**src/common/link_status_pkg.sv**
```systemverilog
// constants shared by the sensor-link status bank
package link_status_pkg;

  // ===========================
  // register addresses (6-bit serial-port address space)
  localparam logic [5:0] FAULT_STATUS_ONE_ADDR     = 6'h04;
  localparam logic [5:0] CHANNEL_FAULT_STATUS_ADDR = 6'h05;
  localparam logic [5:0] LIVE_STATE_STATUS_ADDR    = 6'h06;
  localparam logic [5:0] LAST_VALID_ADDR           = 6'h1F;

  // ===========================
  // serial frame layout
  localparam int         FRAME_BITS     = 32;
  localparam logic [5:0] FRAME_BITS_CNT = 6'h20;
  localparam int         FRM_WRITE_POS  = 31;
  localparam int         FRM_ADDR_MSB   = 30;
  localparam int         FRM_ADDR_LSB   = 25;
  localparam int         FRM_CRC_MSB    = 2;
  localparam int         FRM_CRC_BODY   = 29;
  localparam logic [2:0] CRC_SEED       = 3'h5;
  localparam logic [2:0] CRC_POLY       = 3'h3;

  // ===========================
  // fault_status_one bit positions
  localparam int SR1_DONE      = 15;
  localparam int SR1_ABORTED   = 14;
  localparam int SR1_RUNNING   = 13;
  localparam int SR1_SERIAL_PORT_FAULT   = 12;
  localparam int SR1_TRIM_ERR  = 11;
  localparam int SR1_REG_UV    = 10;
  localparam int SR1_REG_OV    = 9;
  localparam int SR1_REG_DEEP  = 8;
  localparam int SR1_CH2_LSB   = 4;
  localparam int SR1_CH1_LSB   = 0;
  // per-channel nibble in fault_status_one
  localparam int SYN_TIMEOUT   = 3;
  localparam int SYN_UPBUF     = 2;
  localparam int SYN_SLOW      = 1;
  localparam int SYN_LOW       = 0;

  // ===========================
  // channel_fault_status: channel 2 in the upper byte
  localparam int SR2_CH2_LSB   = 8;
  localparam int SR2_CH1_LSB   = 0;
  localparam int LF_XCT_RESULT = 7;
  localparam int LF_BUF_EMPTY  = 6;
  localparam int LF_OPEN_LOAD  = 5;
  localparam int LF_SHORT_BAT  = 4;
  localparam int LF_LEAKAGE    = 3;
  localparam int LF_SHORT_GND  = 2;
  localparam int LF_OVERTEMP   = 1;
  localparam int LF_UNDERVOLT  = 0;
  localparam logic [7:0] LF_READ_CLEAR = 8'hF9;
  localparam logic [7:0] LF_XCT_MASKED = 8'hEE;

  // ===========================
  // live_state_status bit positions
  localparam int SR3_SELFTEST  = 15;
  localparam int SR3_INIT_RDY  = 14;
  localparam int SR3_REG_ON    = 13;
  localparam int SR3_FIFO_LOCKED  = 12;
  localparam int SR3_CH2_LSB   = 7;
  localparam int SR3_CH1_LSB   = 3;
  localparam int LS_PIN_LEVEL  = 2;
  localparam int LS_PENDING    = 1;
  localparam int LS_ACTIVE     = 0;
  localparam int SR3_CLOCK_FAULT_RESET_FLAG   = 1;
  localparam int SR3_RESET     = 0;

  // ===========================
  // timing
  localparam int MCLK_PERIOD_NS    = 100;
  localparam int SYNC_TIMEOUT_NS   = 100000;
  localparam int SYNC_TIMEOUT_CYC  = (SYNC_TIMEOUT_NS + MCLK_PERIOD_NS - 1) / MCLK_PERIOD_NS;
  localparam int PIN_FILTER_NS     = 10000;
  localparam int PIN_FILTER_CYC    = (PIN_FILTER_NS + MCLK_PERIOD_NS - 1) / MCLK_PERIOD_NS;

endpackage

```
**src/hdl/sync_pin_monitor.sv**
```systemverilog
// high-time monitor for one sync input pin
`timescale 1ns/10ps
module sync_pin_monitor
  import link_status_pkg::*;
#(
  parameter int TIMEOUT_CYC = SYNC_TIMEOUT_CYC,
  parameter int FILTER_CYC  = PIN_FILTER_CYC,
  parameter int CNT_W       = 11
) (
  // clock and reset
  input  wire logic mclk_i,
  input  wire logic reset_n_i,
  // pin and mode
  input  wire logic pin_i,
  input  wire logic pin_source_i,
  // event pulses
  output logic      timeout_o,
  output logic      filtered_high_o
);

  // ===========================
  // pin synchroniser
  logic             pin_meta_r;
  logic             pin_sync_r;
  logic [CNT_W-1:0] high_cnt_r;

  always_ff @(posedge mclk_i or negedge reset_n_i) begin
    if (!reset_n_i) begin
      pin_meta_r <= 1'b0;
      pin_sync_r <= 1'b0;
    end else begin
      pin_meta_r <= pin_i;
      pin_sync_r <= pin_meta_r;
    end
  end

  // ===========================
  // high-time counter, saturates so a stuck pin reports once per episode
  always_ff @(posedge mclk_i or negedge reset_n_i) begin
    if (!reset_n_i) begin
      high_cnt_r <= '0;
    end else if (!pin_sync_r) begin
      high_cnt_r <= '0;
    end else if (high_cnt_r != CNT_W'(TIMEOUT_CYC)) begin
      high_cnt_r <= high_cnt_r + CNT_W'(1);
    end
  end

  always_ff @(posedge mclk_i or negedge reset_n_i) begin
    if (!reset_n_i) begin
      timeout_o       <= 1'b0;
      filtered_high_o <= 1'b0;
    end else begin
      timeout_o       <= pin_sync_r && pin_source_i
                         && (high_cnt_r == CNT_W'(TIMEOUT_CYC - 1));
      filtered_high_o <= pin_sync_r && (high_cnt_r == CNT_W'(FILTER_CYC - 1));
    end
  end

endmodule

```
**src/hdl/sensor_link_status_bank.sv**
```systemverilog
// status register bank of the two-channel sensor-link transceiver
//
// Behaviour
// status one and two flags latch on their condition and clear when read.
// status one bits 15/14 latch test done/aborted; bit 13 shows test running.
// bit 12 sets on frame CRC error, bad clock count, sensor read fault, bad address.
// bit 11 shows trimming-memory CRC failure live, never latched.
// bit 10 latches regulator undervoltage; bit 9 shows overvoltage live.
// deep undervoltage switches regulator off; bit 8 clears only on enable written 0.
// pin-driven sync held active over 100 us flags timeout, bits 7 and 3.
// writing a busy upstream buffer sets buffer fault, bits 6 and 2.
// missing, late or weak sync pulse sets slow flag, bits 5 and 1.
// sync pulse below threshold beyond filter time sets bits 4 and 0.
// status two holds eight fault bits per channel, channel two on top.
// short-to-ground and overtemperature clear only on channel enable written 0.
// during cross test, short-battery and undervoltage are kept out of summary.
// undervoltage bit is live normally, carries cross-test ground result during test.
// status three bit 15 shows self-test registers writable.
// bit 14 shows init data ready, bit 13 regulator enabled.
// FIFO lock sets on first read after full, clears when empty.
// sync pin bits set when pin high beyond filter time, clear on read.
// buffer pending bits follow buffer busy, not cleared by reading.
// channel state bits show channel enabled.
// bit 1 latches reset by clock fault, clears on read.
// bit 0 sets after any reset, clears on read; here set by reset_n_i and soft reset only, not by clock-fault reset.
// host reaches registers over four-wire serial port.
// read-clear registers return contents, then clear their clearable bits.
// reserved bits read zero, writes ignored.
// event in the clearing cycle survives the read.
`timescale 1ns/10ps
module sensor_link_status_bank
  import link_status_pkg::*;
#(
  parameter int TIMEOUT_CYC = SYNC_TIMEOUT_CYC,
  parameter int FILTER_CYC  = PIN_FILTER_CYC
) (
  // clock and reset
  input  wire logic       mclk_i,
  input  wire logic       reset_n_i,
  // serial register port
  input  wire logic       spi_cs_n_i,
  input  wire logic       spi_sclk_i,
  input  wire logic       spi_mosi_i,
  output logic            spi_miso_o,
  output logic            spi_miso_oe_o,
  // cross-coupling test
  input  wire logic       crosscouple_done_i,
  input  wire logic       crosscouple_aborted_i,
  input  wire logic       crosscouple_running_i,
  // device health
  input  wire logic       trim_crc_fail_i,
  input  wire logic       sensor_read_fault_i,
  input  wire logic       clock_fault_reset_i,
  input  wire logic       soft_reset_i,
  // supply regulator
  input  wire logic       supply_reg_undervolt_i,
  input  wire logic       supply_reg_overvolt_i,
  input  wire logic       supply_reg_deep_undervolt_i,
  input  wire logic       supply_reg_enable_bit_i,
  input  wire logic       supply_reg_enable_wr_i,
  input  wire logic       supply_reg_active_i,
  output logic            supply_reg_off_o,
  // per channel, index 0 is channel one
  input  wire logic [1:0] sync_pin_i,
  input  wire logic [1:0] sync_pin_source_i,
  input  wire logic [1:0] sync_slow_i,
  input  wire logic [1:0] sync_low_level_i,
  input  wire logic [1:0] upbuf_write_i,
  input  wire logic [1:0] upbuf_pending_i,
  input  wire logic [1:0] ch_enable_bit_i,
  input  wire logic       ch_enable_wr_i,
  // per-channel line faults
  input  wire logic [1:0] crosscouple_result_i,
  input  wire logic [1:0] buffer_empty_fault_i,
  input  wire logic [1:0] open_load_i,
  input  wire logic [1:0] short_battery_i,
  input  wire logic [1:0] ground_leakage_i,
  input  wire logic [1:0] short_ground_i,
  input  wire logic [1:0] overtemp_i,
  input  wire logic [1:0] line_undervolt_i,
  input  wire logic [1:0] xct_ground_result_i,
  // misc live state
  input  wire logic       selftest_write_allowed_i,
  input  wire logic       sensor_init_ready_i,
  input  wire logic       fifo_full_i,
  input  wire logic       fifo_empty_i,
  input  wire logic       fifo_read_i,
  // summary
  output logic            global_fault_summary_o
);

  // ===========================
  // functions
  function automatic logic [2:0] frame_crc(input logic [FRM_CRC_BODY-1:0] body);
    logic [2:0] c;
    logic       fb;
    c = CRC_SEED;
    for (int i = FRM_CRC_BODY - 1; i >= 0; i--) begin
      fb = c[2] ^ body[i];
      c  = {c[1:0], 1'b0} ^ (fb ? CRC_POLY : 3'h0);
    end
    return c;
  endfunction

  // ===========================
  // declarations
  logic        cs_meta_r, cs_sync_r, cs_old_r;
  logic        sclk_meta_r, sclk_sync_r, sclk_old_r;
  logic        mosi_meta_r, mosi_sync_r;
  logic [31:0] rx_sr_r;
  logic [31:0] tx_sr_r;
  logic [5:0]  bit_cnt_r;
  logic [15:0] rd_data_r;
  logic        clr_one_r, clr_two_r, clr_three_r;
  logic        spi_fault_r;
  logic [15:0] sr1_lat_r;
  logic [15:0] sr2_lat_r;
  logic [1:0]  pin_level_r;
  logic        fifo_lock_r;
  logic        clk_fault_r;
  logic        reset_seen_r;
  logic [1:0]  pin_timeout;
  logic [1:0]  pin_high;
  logic        frame_start, frame_end, sclk_rise, sclk_fall;
  logic [5:0]  frame_addr;
  logic        frame_ok;
  logic [15:0] sr1_val, sr2_val, sr3_val, rd_mux;
  logic [15:0] sr1_set, sr2_set, sr2_clr;
  logic [15:0] summary_mask;

  // ===========================
  // sync pin monitors
  for (genvar ch = 0; ch < 2; ch++) begin : g_pin
    sync_pin_monitor #(
      .TIMEOUT_CYC (TIMEOUT_CYC),
      .FILTER_CYC  (FILTER_CYC)
    ) u_mon (
      .mclk_i          (mclk_i),
      .reset_n_i       (reset_n_i),
      .pin_i           (sync_pin_i[ch]),
      .pin_source_i    (sync_pin_source_i[ch]),
      .timeout_o       (pin_timeout[ch]),
      .filtered_high_o (pin_high[ch])
    );
  end

  // ===========================
  // serial port synchronisers; host sclk must stay well below mclk / 4
  always_ff @(posedge mclk_i or negedge reset_n_i) begin
    if (!reset_n_i) begin
      cs_meta_r   <= 1'b1;
      cs_sync_r   <= 1'b1;
      cs_old_r    <= 1'b1;
      sclk_meta_r <= 1'b0;
      sclk_sync_r <= 1'b0;
      sclk_old_r  <= 1'b0;
      mosi_meta_r <= 1'b0;
      mosi_sync_r <= 1'b0;
    end else begin
      cs_meta_r   <= spi_cs_n_i;
      cs_sync_r   <= cs_meta_r;
      cs_old_r    <= cs_sync_r;
      sclk_meta_r <= spi_sclk_i;
      sclk_sync_r <= sclk_meta_r;
      sclk_old_r  <= sclk_sync_r;
      mosi_meta_r <= spi_mosi_i;
      mosi_sync_r <= mosi_meta_r;
    end
  end

  assign frame_start = cs_old_r && !cs_sync_r;
  assign frame_end   = !cs_old_r && cs_sync_r;
  assign sclk_rise   = !cs_sync_r && sclk_sync_r && !sclk_old_r;
  assign sclk_fall   = !cs_sync_r && !sclk_sync_r && sclk_old_r;
  assign frame_addr  = rx_sr_r[FRM_ADDR_MSB:FRM_ADDR_LSB];
  assign frame_ok    = (bit_cnt_r == FRAME_BITS_CNT)
                       && (frame_crc(rx_sr_r[FRAME_BITS-1:FRM_CRC_MSB+1])
                           == rx_sr_r[FRM_CRC_MSB:0])
                       && (frame_addr <= LAST_VALID_ADDR);

  // ===========================
  // frame shifter: answer to a read goes out in the following frame
  always_ff @(posedge mclk_i or negedge reset_n_i) begin
    if (!reset_n_i) begin
      rx_sr_r   <= '0;
      tx_sr_r   <= '0;
      bit_cnt_r <= '0;
    end else if (frame_start) begin
      bit_cnt_r <= '0;
      tx_sr_r   <= {rd_data_r, 16'h0000};
    end else begin
      if (sclk_rise) begin
        rx_sr_r <= {rx_sr_r[FRAME_BITS-2:0], mosi_sync_r};
        if (bit_cnt_r != 6'h3F) begin
          bit_cnt_r <= bit_cnt_r + 6'h01;
        end
      end
      if (sclk_fall) begin
        tx_sr_r <= {tx_sr_r[FRAME_BITS-2:0], 1'b0};
      end
    end
  end

  always_ff @(posedge mclk_i or negedge reset_n_i) begin
    if (!reset_n_i) begin
      spi_miso_o    <= 1'b0;
      spi_miso_oe_o <= 1'b0;
    end else begin
      spi_miso_oe_o <= !cs_sync_r;
      if (frame_start) begin
        spi_miso_o <= rd_data_r[15];
      end else if (sclk_fall) begin
        spi_miso_o <= tx_sr_r[FRAME_BITS-2];
      end
    end
  end

  // ===========================
  // frame completion: snapshot and clear strobes land on the same edge
  always_ff @(posedge mclk_i or negedge reset_n_i) begin
    if (!reset_n_i) begin
      rd_data_r   <= '0;
      clr_one_r   <= 1'b0;
      clr_two_r   <= 1'b0;
      clr_three_r <= 1'b0;
      spi_fault_r <= 1'b0;
    end else begin
      clr_one_r   <= 1'b0;
      clr_two_r   <= 1'b0;
      clr_three_r <= 1'b0;
      spi_fault_r <= frame_end && !frame_ok;
      if (frame_end && frame_ok && !rx_sr_r[FRM_WRITE_POS]) begin
        rd_data_r   <= rd_mux;
        clr_one_r   <= (frame_addr == FAULT_STATUS_ONE_ADDR);
        clr_two_r   <= (frame_addr == CHANNEL_FAULT_STATUS_ADDR);
        clr_three_r <= (frame_addr == LIVE_STATE_STATUS_ADDR);
      end
    end
  end

  // writes to status registers have no target
  always_comb begin
    unique case (frame_addr)
      FAULT_STATUS_ONE_ADDR:     rd_mux = sr1_val;
      CHANNEL_FAULT_STATUS_ADDR: rd_mux = sr2_val;
      LIVE_STATE_STATUS_ADDR:    rd_mux = sr3_val;
      default:                   rd_mux = 16'h0000;
    endcase
  end

  // ===========================
  // fault_status_one
  always_comb begin
    sr1_set                              = '0;
    sr1_set[SR1_DONE]                    = crosscouple_done_i;
    sr1_set[SR1_ABORTED]                 = crosscouple_aborted_i;
    sr1_set[SR1_SERIAL_PORT_FAULT]                 = spi_fault_r || sensor_read_fault_i;
    sr1_set[SR1_REG_UV]                  = supply_reg_undervolt_i;
    sr1_set[SR1_REG_DEEP]                = supply_reg_deep_undervolt_i;
    sr1_set[SR1_CH2_LSB+SYN_TIMEOUT]     = pin_timeout[1];
    sr1_set[SR1_CH1_LSB+SYN_TIMEOUT]     = pin_timeout[0];
    sr1_set[SR1_CH2_LSB+SYN_UPBUF]       = upbuf_write_i[1] && upbuf_pending_i[1];
    sr1_set[SR1_CH1_LSB+SYN_UPBUF]       = upbuf_write_i[0] && upbuf_pending_i[0];
    sr1_set[SR1_CH2_LSB+SYN_SLOW]        = sync_slow_i[1];
    sr1_set[SR1_CH1_LSB+SYN_SLOW]        = sync_slow_i[0];
    sr1_set[SR1_CH2_LSB+SYN_LOW]         = sync_low_level_i[1];
    sr1_set[SR1_CH1_LSB+SYN_LOW]         = sync_low_level_i[0];
  end

  // deep-undervolt flag ignores reads; only an enable write of zero drops it
  always_ff @(posedge mclk_i or negedge reset_n_i) begin
    if (!reset_n_i) begin
      sr1_lat_r <= '0;
    end else begin
      for (int b = 0; b < 16; b++) begin
        if (sr1_set[b]) begin
          sr1_lat_r[b] <= 1'b1;
        end else if (b == SR1_REG_DEEP) begin
          if (supply_reg_enable_wr_i && !supply_reg_enable_bit_i) begin
            sr1_lat_r[b] <= 1'b0;
          end
        end else if (clr_one_r) begin
          sr1_lat_r[b] <= 1'b0;
        end
      end
    end
  end

  always_comb begin
    sr1_val               = sr1_lat_r;
    sr1_val[SR1_RUNNING]  = crosscouple_running_i;
    sr1_val[SR1_TRIM_ERR] = trim_crc_fail_i;
    sr1_val[SR1_REG_OV]   = supply_reg_overvolt_i;
  end

  always_ff @(posedge mclk_i or negedge reset_n_i) begin
    if (!reset_n_i) begin
      supply_reg_off_o <= 1'b0;
    end else begin
      supply_reg_off_o <= sr1_lat_r[SR1_REG_DEEP] || supply_reg_deep_undervolt_i;
    end
  end

  // ===========================
  // channel_fault_status
  always_comb begin
    sr2_set = '0;
    sr2_clr = '0;
    for (int ch = 0; ch < 2; ch++) begin
      sr2_set[ch*8+LF_XCT_RESULT] = crosscouple_result_i[ch];
      sr2_set[ch*8+LF_BUF_EMPTY]  = buffer_empty_fault_i[ch];
      sr2_set[ch*8+LF_OPEN_LOAD]  = open_load_i[ch];
      sr2_set[ch*8+LF_SHORT_BAT]  = short_battery_i[ch];
      sr2_set[ch*8+LF_LEAKAGE]    = ground_leakage_i[ch];
      sr2_set[ch*8+LF_SHORT_GND]  = short_ground_i[ch];
      sr2_set[ch*8+LF_OVERTEMP]   = overtemp_i[ch];
      sr2_set[ch*8+LF_UNDERVOLT]  = crosscouple_running_i && xct_ground_result_i[ch];
      sr2_clr[ch*8 +: 8]          = clr_two_r ? LF_READ_CLEAR : 8'h00;
      if (ch_enable_wr_i && !ch_enable_bit_i[ch]) begin
        sr2_clr[ch*8+LF_SHORT_GND] = 1'b1;
        sr2_clr[ch*8+LF_OVERTEMP]  = 1'b1;
      end
    end
  end

  always_ff @(posedge mclk_i or negedge reset_n_i) begin
    if (!reset_n_i) begin
      sr2_lat_r <= '0;
    end else begin
      sr2_lat_r <= (sr2_lat_r & ~sr2_clr) | sr2_set;
    end
  end

  always_comb begin
    sr2_val = sr2_lat_r;
    if (!crosscouple_running_i) begin
      sr2_val[SR2_CH2_LSB+LF_UNDERVOLT] = line_undervolt_i[1];
      sr2_val[SR2_CH1_LSB+LF_UNDERVOLT] = line_undervolt_i[0];
    end
  end

  // short-battery and undervolt hidden from the summary while the test runs
  assign summary_mask = crosscouple_running_i ? {LF_XCT_MASKED, LF_XCT_MASKED}
                                              : 16'hFFFF;

  always_ff @(posedge mclk_i or negedge reset_n_i) begin
    if (!reset_n_i) begin
      global_fault_summary_o <= 1'b0;
    end else begin
      global_fault_summary_o <= |(sr2_val & summary_mask);
    end
  end

  // ===========================
  // live_state_status latched bits
  always_ff @(posedge mclk_i or negedge reset_n_i) begin
    if (!reset_n_i) begin
      pin_level_r  <= '0;
      clk_fault_r  <= 1'b0;
      reset_seen_r <= 1'b1;
    end else begin
      pin_level_r  <= (pin_level_r & ~{2{clr_three_r}}) | pin_high;
      clk_fault_r  <= (clk_fault_r && !clr_three_r) || clock_fault_reset_i;
      reset_seen_r <= (reset_seen_r && !clr_three_r) || soft_reset_i;
    end
  end

  // empty wins: a drained FIFO can never stay locked
  always_ff @(posedge mclk_i or negedge reset_n_i) begin
    if (!reset_n_i) begin
      fifo_lock_r <= 1'b0;
    end else if (fifo_empty_i) begin
      fifo_lock_r <= 1'b0;
    end else if (fifo_read_i && fifo_full_i) begin
      fifo_lock_r <= 1'b1;
    end
  end

  always_comb begin
    sr3_val                            = 16'h0000;
    sr3_val[SR3_SELFTEST]              = selftest_write_allowed_i;
    sr3_val[SR3_INIT_RDY]              = sensor_init_ready_i;
    sr3_val[SR3_REG_ON]                = supply_reg_active_i;
    sr3_val[SR3_FIFO_LOCKED]              = fifo_lock_r;
    sr3_val[SR3_CH2_LSB+LS_PIN_LEVEL]  = pin_level_r[1];
    sr3_val[SR3_CH1_LSB+LS_PIN_LEVEL]  = pin_level_r[0];
    sr3_val[SR3_CH2_LSB+LS_PENDING]    = upbuf_pending_i[1];
    sr3_val[SR3_CH1_LSB+LS_PENDING]    = upbuf_pending_i[0];
    sr3_val[SR3_CH2_LSB+LS_ACTIVE]     = ch_enable_bit_i[1];
    sr3_val[SR3_CH1_LSB+LS_ACTIVE]     = ch_enable_bit_i[0];
    sr3_val[SR3_CLOCK_FAULT_RESET_FLAG]               = clk_fault_r;
    sr3_val[SR3_RESET]                 = reset_seen_r;
  end

endmodule

```
**config.mk**
```make
export PLATFORM = sky130hd
export DESIGN_NAME = sensor_link_status_bank
export DESIGN_NICKNAME = d
export VERILOG_FILES = /design/src/common/link_status_pkg.sv /design/src/hdl/sync_pin_monitor.sv /design/src/hdl/sensor_link_status_bank.sv
export SDC_FILE = /design/constraint.sdc
export NUM_CORES = 1
export LEC_CHECK = 0
export BUFFER_PORTS_ARGS = -buffer_cell sky130_fd_sc_hd__buf_4
export CAP_MARGIN = 20
export CORE_ASPECT_RATIO = 0.75
export CORE_UTILIZATION = 60
export CTS_CLUSTER_SIZE = 8
export DETAILED_ROUTE_END_ITERATION = 7
export GPL_TIMING_DRIVEN = 1
export PLACE_DENSITY = 0.88
export RECOVER_POWER = 50
export SLEW_MARGIN = 25
export SYNTH_ARGS = -nofsm -noshare
export SYNTH_HDL_FRONTEND = slang
export SYNTH_SLANG_ARGS = --single-unit
```
**constraint.sdc**
```tcl
create_clock -name mclk_i -period 5.6 [get_ports mclk_i]
set_input_delay 1.12 -clock mclk_i [delete_from_list [all_inputs] [get_ports mclk_i]]
set_output_delay 1.12 -clock mclk_i [all_outputs]
set_load 0.05 [all_outputs]
```
==> results of run 1 <==
layer usage:
| metal | GRT usage (%) | vias to the layer above | wire [um] |
|---|---|---|---|
| li1 | - | 2030 | - |
| met1 | 37.4 | 2260 | 6350 |
| met2 | 41.9 | 125 | 6840 |
| met3 | 6.52 | 26 | 707 |
| met4 | 9.42 | 0 | 246 |
| met5 | 0 | - | 0 |
flip-flops by register name (all words and copies together) (netlist names), 6 cells and up:
signal,cells
rx_sr_r,32
g_pin.u_mon.high_cnt_r,22
rd_data_r,16
sr2_lat_r,16
tx_sr_r,15
sr1_lat_r,13
bit_cnt_r,6
kinds of logic (layout without fill, tap and decap cells):
| kind of cell | after synthesis | count (layout) | synth area share (%) |
|---|---|---|---|
| adder cells (fa/ha/maj) | 6 | 6 | 1.12 |
| multiplexers | 81 | 81 | 13.0 |
| XOR/XNOR | 50 | 50 | 8.41 |
| buffers and inverters | 37 | 108 | 2.30 |
| AND/OR/NAND/NOR | 148 | 148 | 11.2 |
| AO/OA/AOI/OAI | 81 | 81 | 8.17 |
| flip-flops | 149 | 149 | 55.8 |
through the flow:
stage / cell area [um2] / power, mW / setup WS, ps / hold slack (ps) / cells
6_report: 7810 / 2.49 / 2210 / 360 / 759
5_1_grt: 7810 / 2.57 / 1910 / 366 / 759
4_1_cts: 7840 / 2.50 / 2030 / 360 / 758
3_5_place_dp: 7250 / 1.37 / 2060 / 342 / 727
3_3_place_gp: 7240 / 1.35 / 2220 / 336 / 727
2_1_floorplan: 6690 / 1.28 / 2470 / 331 / 552
worst max-delay path, stage by stage (launching register included):
cell and delay (ps):
dfrtp_1 660, xnor3_1 550, xnor3_1 270, xnor3_1 420
xnor2_1 210, a2111oi_4 490, buf_4 300, mux2_2 370
power by group through the flow:
| stage | clock network [mW] | logic, mW | registers [mW] |
|---|---|---|---|
| 2_1_floorplan | 0 | 0.133 | 1.15 |
| 3_3_place_gp | 0 | 0.200 | 1.15 |
| 3_5_place_dp | 0 | 0.213 | 1.15 |
| 4_1_cts | 1.16 | 0.214 | 1.13 |
| 5_1_grt | 1.21 | 0.226 | 1.14 |
| 6_report | 1.15 | 0.208 | 1.13 |
area by class of cell:
| cell class | count | area (um2) |
|---|---|---|
| clock inverter | 14 | 166 |
| multi-input combinational | 366 | 2820 |
| clock buffer | 17 | 425 |
| tap | 136 | 170 |
| fill | 670 | 2760 |
| sequential | 149 | 3730 |
| timing repair buffer | 64 | 452 |
| inverter | 13 | 48.8 |
placed cells by master (no fill, tap or decap), types with 5 or more instances in the layout:
cell type	synthesis	final
a21o_1	28	28
a21oi_1	16	16
a22o_1	5	5
and2_0	0	12
and3_1	7	7
buf_4	0	28
clkbuf_1	20	7
clkbuf_16	0	17
clkbuf_4	0	28
dfrtp_1	145	145
ha_1	6	6
inv_1	13	13
inv_6	0	6
mux2_2	48	48
mux2i_1	33	33
nand2_1	30	30
nand3_1	11	11
nor2_1	42	41
nor2b_1	7	6
nor4_1	8	8
o21ai_0	20	19
or3_1	5	5
xnor2_1	34	34
xnor3_1	8	8
xor2_1	7	7
worst paths after layout:
check,startpoint,to,slack [ps],cells past startpoint
worst max register to register,rx_sr_r[26],rd_data_r[10],2210,7
max in group asynchronous,reset_n_i,tx_sr_r[30],2470,2
worst min register to register,g_pin[0].u_mon.pin_meta_r,g_pin[0].u_mon.pin_sync_r,360,0
worst max-delay path,rx_sr_r[26],rd_data_r[10],2210,7
worst min-delay path,g_pin[0].u_mon.pin_meta_r,g_pin[0].u_mon.pin_sync_r,360,0
min in group asynchronous,reset_n_i,g_pin[0].u_mon.high_cnt_r[0],1450,1
==> flow_summary.ini, run 1 <==
[place]
io_buffers = 59
hpwl_um = 9870
gp_congestion = 0.823

[route]
via_per_inst = 5.85
drt-total-wl_um = 14100
drtIter0Drc = 301
via_count = 4441
final_antenna_net_count = 0
drtPass1Iterations = 5
wl_per_cell_um = 18.6
remaining_drc_errors = 0

[sta]
fmax_mhz = 295
worst_clock_skew_ps = 7.18
final.setup.tns_ps = 0
timing.slew.headroom_pct = -65.7
rsz0062_at_grt = false
period_needed_ps = 3390
drv_slew = 105
finalCritPeriodShare_pct = 60.5
timing.final.hold_violations = 0
tightest_slew_ps = 2490
setup_violations = 0

[synthesis]
synth-async-reset-ratio_pct = 100
ys_seq_area_share_pct = 55.8
synth_fp_nets = 614
ys.flop_type = dfrtp_1
avgSynthCellArea_um2 = 12.1
syn_area_um2 = 6690
synthCells = 552
synth_edf_count = 0
ys_ff_latch = 149
synth_top_area_share_pct = 54.2
yosys-top-cells-area = dfrtp_1 54%, mux2_2 8.1%, mux2i_1 4.9%
synth.distinct_cells = 45
synth_top_cell_by_area = dfrtp_1
ys_top_cells_by_count = 145 x dfrtp_1, 48 x mux2_2, 42 x nor2_1
yosysMostFrequentCell = dfrtp_1
yosysWarnings = 0

[die]
ios = 60
core_um2 = 10600
initial_utilization_pct = 63.3
dieWidth_um = 124
die_h_um = 93.5
design.die.area_um2 = 11600
rows = 32

[power_and_ir_drop]
p_per_area_nw_per_um2 = 319
p_seq_share_pct = 45.5
vdd_drop_max_mv = 0.235
swShare_pct = 24.7
pwr-share-clk_pct = 46.2
p_int_mw = 1.88
pwr-share-comb_pct = 8.3
p_sw_mw = 0.615
p_leak_nw = 3.51

[setup_path]
criticalPathCategory = reg -> reg
critPathMaxFanout = 18
end_kind = register
cp.arrival_ps = 3690
cp_data_required_time_ps = 5910
cp-start-kind = register

[hold_path]
hp-class = reg -> reg

[final_layout]
drive_above_1_share_pct = 23.3
syn_to_final_growth_pct = 16.7
finish.utilization_pct = 73.9
fin_nets = 673
antennaDiodeCount = 0

[global_route]
grt_pass1_wl_um = 23100
antenna_found_initial = 0
grt_max_degree = 105
grt_pass1_vias = 4666
track_usage_pct = 27.0
globalRouteOverflowTotal = 0

[clock_tree]
ctsResizeCount = 0
postCtsSetupBuffers = 0
cts_hold_buffers = 0
cts_tree = yes
cts_sinks = 149
cts_max_level = 4
numCtsBuffers = 17
root_buffer = clkbuf_16
clk_pin_slew_worst_paths_ps = 70
cts_max_path_buffers = 2
clk_latency_ps = 430

[run_status]
violations = max-capacitance violations, max-slew violations
run_status = finished, violations left

[job]
drv_cap = 1
Power figures use the tool's default switching activity.
==> run 2, diff against run 1 <==
--- a/config.mk
+++ b/config.mk
@@ -8,11 +8,11 @@
 export BUFFER_PORTS_ARGS = -buffer_cell sky130_fd_sc_hd__buf_4
 export CAP_MARGIN = 20
 export CORE_ASPECT_RATIO = 0.75
-export CORE_UTILIZATION = 60
+export CORE_UTILIZATION = 59
 export CTS_CLUSTER_SIZE = 8
 export DETAILED_ROUTE_END_ITERATION = 7
 export GPL_TIMING_DRIVEN = 1
-export PLACE_DENSITY = 0.88
+export PLACE_DENSITY = 0.87
 export RECOVER_POWER = 50
 export SLEW_MARGIN = 25
 export SYNTH_ARGS = -nofsm -noshare
==> constraint.sdc (replaced) <==
create_clock -name mclk_i -period 3.33 [get_ports mclk_i]
set_input_delay 0.666 -clock mclk_i [delete_from_list [all_inputs] [get_ports mclk_i]]
set_output_delay 0.666 -clock mclk_i [all_outputs]
set_load 0.05 [all_outputs]
==> flow_summary.ini, run 2 (synthesis gave the netlist of run 1 again) <==
[run_status]
run_status = finished, violations left
violations = design-rule violations, max-capacitance violations, max-slew violations

[sta]
finalCritPeriodShare_pct = 95.5
rsz0062_at_grt = false
worst_clock_skew_ps = 8.80
setup_violations = 0
worst_hold_slack_ps = 357
drv_slew = 103
tightest_slew_ps = 2470
timing.final.hold_violations = 0
setup_ws_ps = 150
final.setup.tns_ps = 0
fmax_mhz = 315
timing.slew.headroom_pct = -64.6
period_needed_ps = 3180

[global_route]
track_usage_pct = 26.7
grt_pass1_vias = 4534
globalRouteOverflowTotal = 0
grt_pass1_wl_um = 23300
grt_max_degree = 103
antenna_found_initial = 0

[clock_tree]
cts_hold_buffers = 0
postCtsSetupBuffers = 0
ctsResizeCount = 0
root_buffer = clkbuf_16
cts_sinks = 149
numCtsBuffers = 17
clk_pin_slew_worst_paths_ps = 60
cts_tree = yes
cts_max_path_buffers = 2
clk_latency_ps = 420
cts_max_level = 4

[setup_path]
worst_r2r_path_depth = 7
critPathMaxFanout = 16
cp-start-kind = register
crit_top_cell = xnor3_1
cp_slowest_cell = dfrtp_1
end_kind = register
criticalPathCategory = reg -> reg
cp_data_required_time_ps = 3630
cp.arrival_ps = 3480
path_cells = xnor3_1, xnor3_1, xor3_1, or3_4, a2111oi_4, buf_4, mux2_2
max_stage_delay_ps = 460

[place]
io_buffers = 59
dp_slack_ps = 245
gp_congestion = 0.859
hpwl_um = 9510
dp_cells = 736

[die]
rows = 33
core_um2 = 11000
design.die.area_um2 = 11800
die_h_um = 94.2
dieWidth_um = 125
initial_utilization_pct = 60.9
ios = 60

[job]
drv_cap = 1

[route]
remaining_drc_errors = 6
final_antenna_net_count = 0
via_per_inst = 5.68
via_count = 4359
drtIter0Drc = 268
drt-total-wl_um = 14100
wl_per_cell_um = 18.4
drtPass1Iterations = 7

[final_layout]
multiInputGateArea_um2 = 2810
register_area_um2 = 3730
instances_no_fill = 768
antennaDiodeCount = 0
drive_above_1_share_pct = 24.2
final_cell_mix = 145 x dfrtp_1, 58 x buf_4, 48 x mux2_2
fin_nets = 677
reg_top3 = rx_sr_r x32, g_pin.u_mon.high_cnt_r x22
syn_to_final_growth_pct = 17.5
layout_commonest_cell = dfrtp_1
top_register = rx_sr_r
fillerInstances = 756
largest_reg_flops = 32

[power_and_ir_drop]
p_per_area_nw_per_um2 = 533
p_leak_nw = 3.58
vdd_drop_max_mv = 0.451

[hold_path]
whs_path_depth = 0
hp-class = reg -> reg
[run 2: cell count changes in the layout (fill, tap and decap cells not counted), sizes merged]
cell | previous run | this run
clkbuf | 53 | 32
inv | 21 | 13
bufinv | 2 | 3
clkinvlp | 3 | 0
buf | 28 | 58
clkinv | 1 | 7
[run 2: path summary, 6_finish.rpt]
path / startpoint / endpoint / slack (ps)
min in group asynchronous: reset_n_i / spi_miso_o / 960
worst max-delay path: rx_sr_r[30] / rd_data_r[1] / 150
worst min-delay path: g_pin[0].u_mon.pin_meta_r / g_pin[0].u_mon.pin_sync_r / 360
worst max register to register: rx_sr_r[30] / rd_data_r[1] / 150
max in group asynchronous: reset_n_i / clr_three_r / 880
worst min register to register: g_pin[0].u_mon.pin_meta_r / g_pin[0].u_mon.pin_sync_r / 360
[run 2: cell type report]
| class | instances | share of cell area [%] |
|---|---|---|
| inverter | 13 | 0.621 |
| clock buffer | 22 | 5.90 |
| clock inverter | 10 | 1.64 |
| timing repair buffer | 68 | 6.38 |
| tap | 140 | 2.23 |
| multi-input combinational | 366 | 35.8 |
| sequential | 149 | 47.5 |
[run 2: stage by stage]
stage	util (%)	area, um2	total power, mW
2_1_floorplan	-	6690	2.15
3_3_place_gp	66.3	7280	2.28
3_5_place_dp	66.3	7280	2.30
4_1_cts	71.7	7880	4.22
5_1_grt	71.6	7860	4.33
6_report	71.6	7860	4.19
[run 2: worst max-delay path, delay by kind of cell, from the launching register on]
| family | cells | cell delay [ps] |
|---|---|---|
| AO/OA/AOI/OAI | 1 | 340 |
| XOR/XNOR | 3 | 1180 |
| multiplexers | 1 | 370 |
| flip-flops | 1 | 460 |
| AND/OR/NAND/NOR | 1 | 410 |
| buffers and inverters | 1 | 300 |
[run 2: metal layers]
layer / part of all wire, % / up-vias / GRT usage, %
met1: 46 / 2183 / 35.0
li1: - / 2041 / -
met2: 48 / 120 / 43.2
met3: 4.7 / 15 / 6.66
met5: 0 / - / 0
met4: 1.3 / 0 / 10.3
[run 2: where the power goes]
part           switching, mW  leakage, nW  internal (mW)  total (mW)
Clock                  0.716        0.297           1.21        1.93
Combinational          0.174         1.41          0.183       0.356
Sequential            0.0490         1.88           1.86        1.91
Total                  0.938         3.58           3.25        4.19
==> run 3, diff against run 2 <==
--- a/config.mk
+++ b/config.mk
@@ -8,11 +8,11 @@
 export BUFFER_PORTS_ARGS = -buffer_cell sky130_fd_sc_hd__buf_4
 export CAP_MARGIN = 20
 export CORE_ASPECT_RATIO = 0.75
-export CORE_UTILIZATION = 59
+export CORE_UTILIZATION = 54
 export CTS_CLUSTER_SIZE = 8
 export DETAILED_ROUTE_END_ITERATION = 7
 export GPL_TIMING_DRIVEN = 1
-export PLACE_DENSITY = 0.87
+export PLACE_DENSITY = 0.84
 export RECOVER_POWER = 50
 export SLEW_MARGIN = 25
 export SYNTH_ARGS = -nofsm -noshare
==> constraint.sdc (replaced) <==
create_clock -name mclk_i -period 2.62 [get_ports mclk_i]
set_input_delay 0.524 -clock mclk_i [delete_from_list [all_inputs] [get_ports mclk_i]]
set_output_delay 0.524 -clock mclk_i [all_outputs]
set_load 0.05 [all_outputs]
==> flow_summary.ini, run 3 (synthesis gave the netlist of run 1 again) <==
[final_layout]
final_cell_mix = 144 x dfrtp_1, 85 x buf_4, 46 x mux2_2
register_area_um2 = 3730
antennaDiodeCount = 0
drive_above_1_share_pct = 28.7
top_register = rx_sr_r
largest_reg_flops = 32
reg_top3 = rx_sr_r x32, g_pin.u_mon.high_cnt_r x22
fin_nets = 703
layout_commonest_cell = dfrtp_1
fillerInstances = 835
multiInputGateArea_um2 = 2860
syn_to_final_growth_pct = 21.5

[place]
dp_slack_ps = -324
hpwl_um = 9580
gp_congestion = 0.834
io_buffers = 59

[clock_tree]
cts_hold_buffers = 0
cts_max_level = 4
clk_latency_ps = 430
clk_pin_slew_worst_paths_ps = 60
cts_sinks = 149
cts_max_path_buffers = 2
root_buffer = clkbuf_16
numCtsBuffers = 17
cts_tree = yes

[die]
design.die.area_um2 = 12800
die_h_um = 98.4
ios = 60
core_um2 = 11800
rows = 34
dieWidth_um = 131
initial_utilization_pct = 56.6

[sta]
worst_hold_slack_ps = 206
fmax_mhz = 344
drv_slew = 64
worst_clock_skew_ps = 7.64
timing.final.hold_violations = 0
setup_ws_ps = -287
rsz0062_at_grt = true
setup_violations = 19
tightest_slew_ps = 1520
finalCritPeriodShare_pct = 111
final.setup.tns_ps = -5030
timing.slew.headroom_pct = -1.15
period_needed_ps = 2910

[route]
route.top_layer_used = met4
via_count = 4565
wl_met2_um = 7090
remaining_drc_errors = 0
wl_per_cell_um = 18.0
via_per_inst = 5.59
drt-met1-wl_um = 6490
drtIter0Drc = 348
drtPass1Iterations = 5
final_antenna_net_count = 0
met3_wirelength_um = 818
drt-total-wl_um = 14700

[setup_path]
worst_r2r_path_depth = 7
end_kind = register
criticalPathCategory = reg -> reg
cp_data_required_time_ps = 2930
reg2reg_slack_ps = -290
critPathMaxFanout = 16
cp.arrival_ps = 3220
cp-start-kind = register

[global_route]
track_usage_pct = 24.6
antenna_found_initial = 0
grt_pass1_wl_um = 23500
grt_pass1_vias = 4633
globalRouteOverflowTotal = 0
grt_max_degree = 64

[job]
drv_cap = 1

[power_and_ir_drop]
p_per_area_nw_per_um2 = 651
p_leak_nw = 3.71
power_mw = 5.30
vdd_drop_max_mv = 0.504

[hold_path]
hp-class = in -> reg
whs_path_depth = 1

[run_status]
violations = max-capacitance violations, max-slew violations, negative setup slack
run_status = finished, violations left
==> run 3: cell types whose count changed in the layout (fill, tap and decap cells not counted), sizes merged <==
| cell | change |
|---|---|
| buf | +29 |
| clkbuf | -8 |
| inv | +7 |
| bufinv | -3 |
| clkinvlp | +3 |
| clkinv | -2 |
==> run 3: layout make-up <==
class	instances	area share [%]
timing repair buffer	94	8.85
clock inverter	15	1.77
clock buffer	17	5.23
tap	162	2.49
inverter	13	0.600
sequential	149	45.9
multi-input combinational	366	35.1
==> run 3: path summary, 6_finish.rpt <==
kind	startpoint	end
min in group asynchronous	reset_n_i	g_pin[0].u_mon.high_cnt_r[10]
setup / recovery	rx_sr_r[24]	rd_data_r[8]
hold reg to reg	sclk_meta_r	sclk_sync_r
max in group asynchronous	reset_n_i	rx_sr_r[30]
setup reg to reg	rx_sr_r[24]	rd_data_r[8]
hold / removal	spi_cs_n_i	cs_meta_r
==> run 3: worst max-delay path: stages (launching register included) <==
cell       delay (ps)
dfrtp_1           360
xnor3_1           420
xnor3_1           410
xor3_1            260
or3_4             380
a2111oi_4         410
buf_12            200
mux2_2            350
==> run 3: power breakdown <==
group	leakage [nW]	internal, mW	switching (mW)
clock network	0.271	1.25	1.08
logic	1.56	0.285	0.257
registers	1.88	2.36	0.0595
total	3.71	3.90	1.40
==> run 3: metal layers <==
layer | track usage [%] | vias to the layer above
met5 | 0 | -
met4 | 8.13 | 0
met3 | 6.19 | 26
met2 | 38.0 | 154
met1 | 34.3 | 2281
li1 | - | 2104
==> run 3: timing repair <==
action                                  4_1_cts  5_1_grt
endpoints found under the setup margin       19       19
gates resized for setup                       6        3
cloned                                        0        0
pin swaps                                     1        1
setup buffers                                 0        2
==> run 3: through the flow <==
step	cells	utilization [%]	instance area, um2
2_1_floorplan	552	-	6700
3_3_place_gp	782	63.6	7520
3_5_place_dp	782	63.6	7520
4_1_cts	814	68.6	8120
5_1_grt	816	68.8	8130
6_report	816	68.8	8130
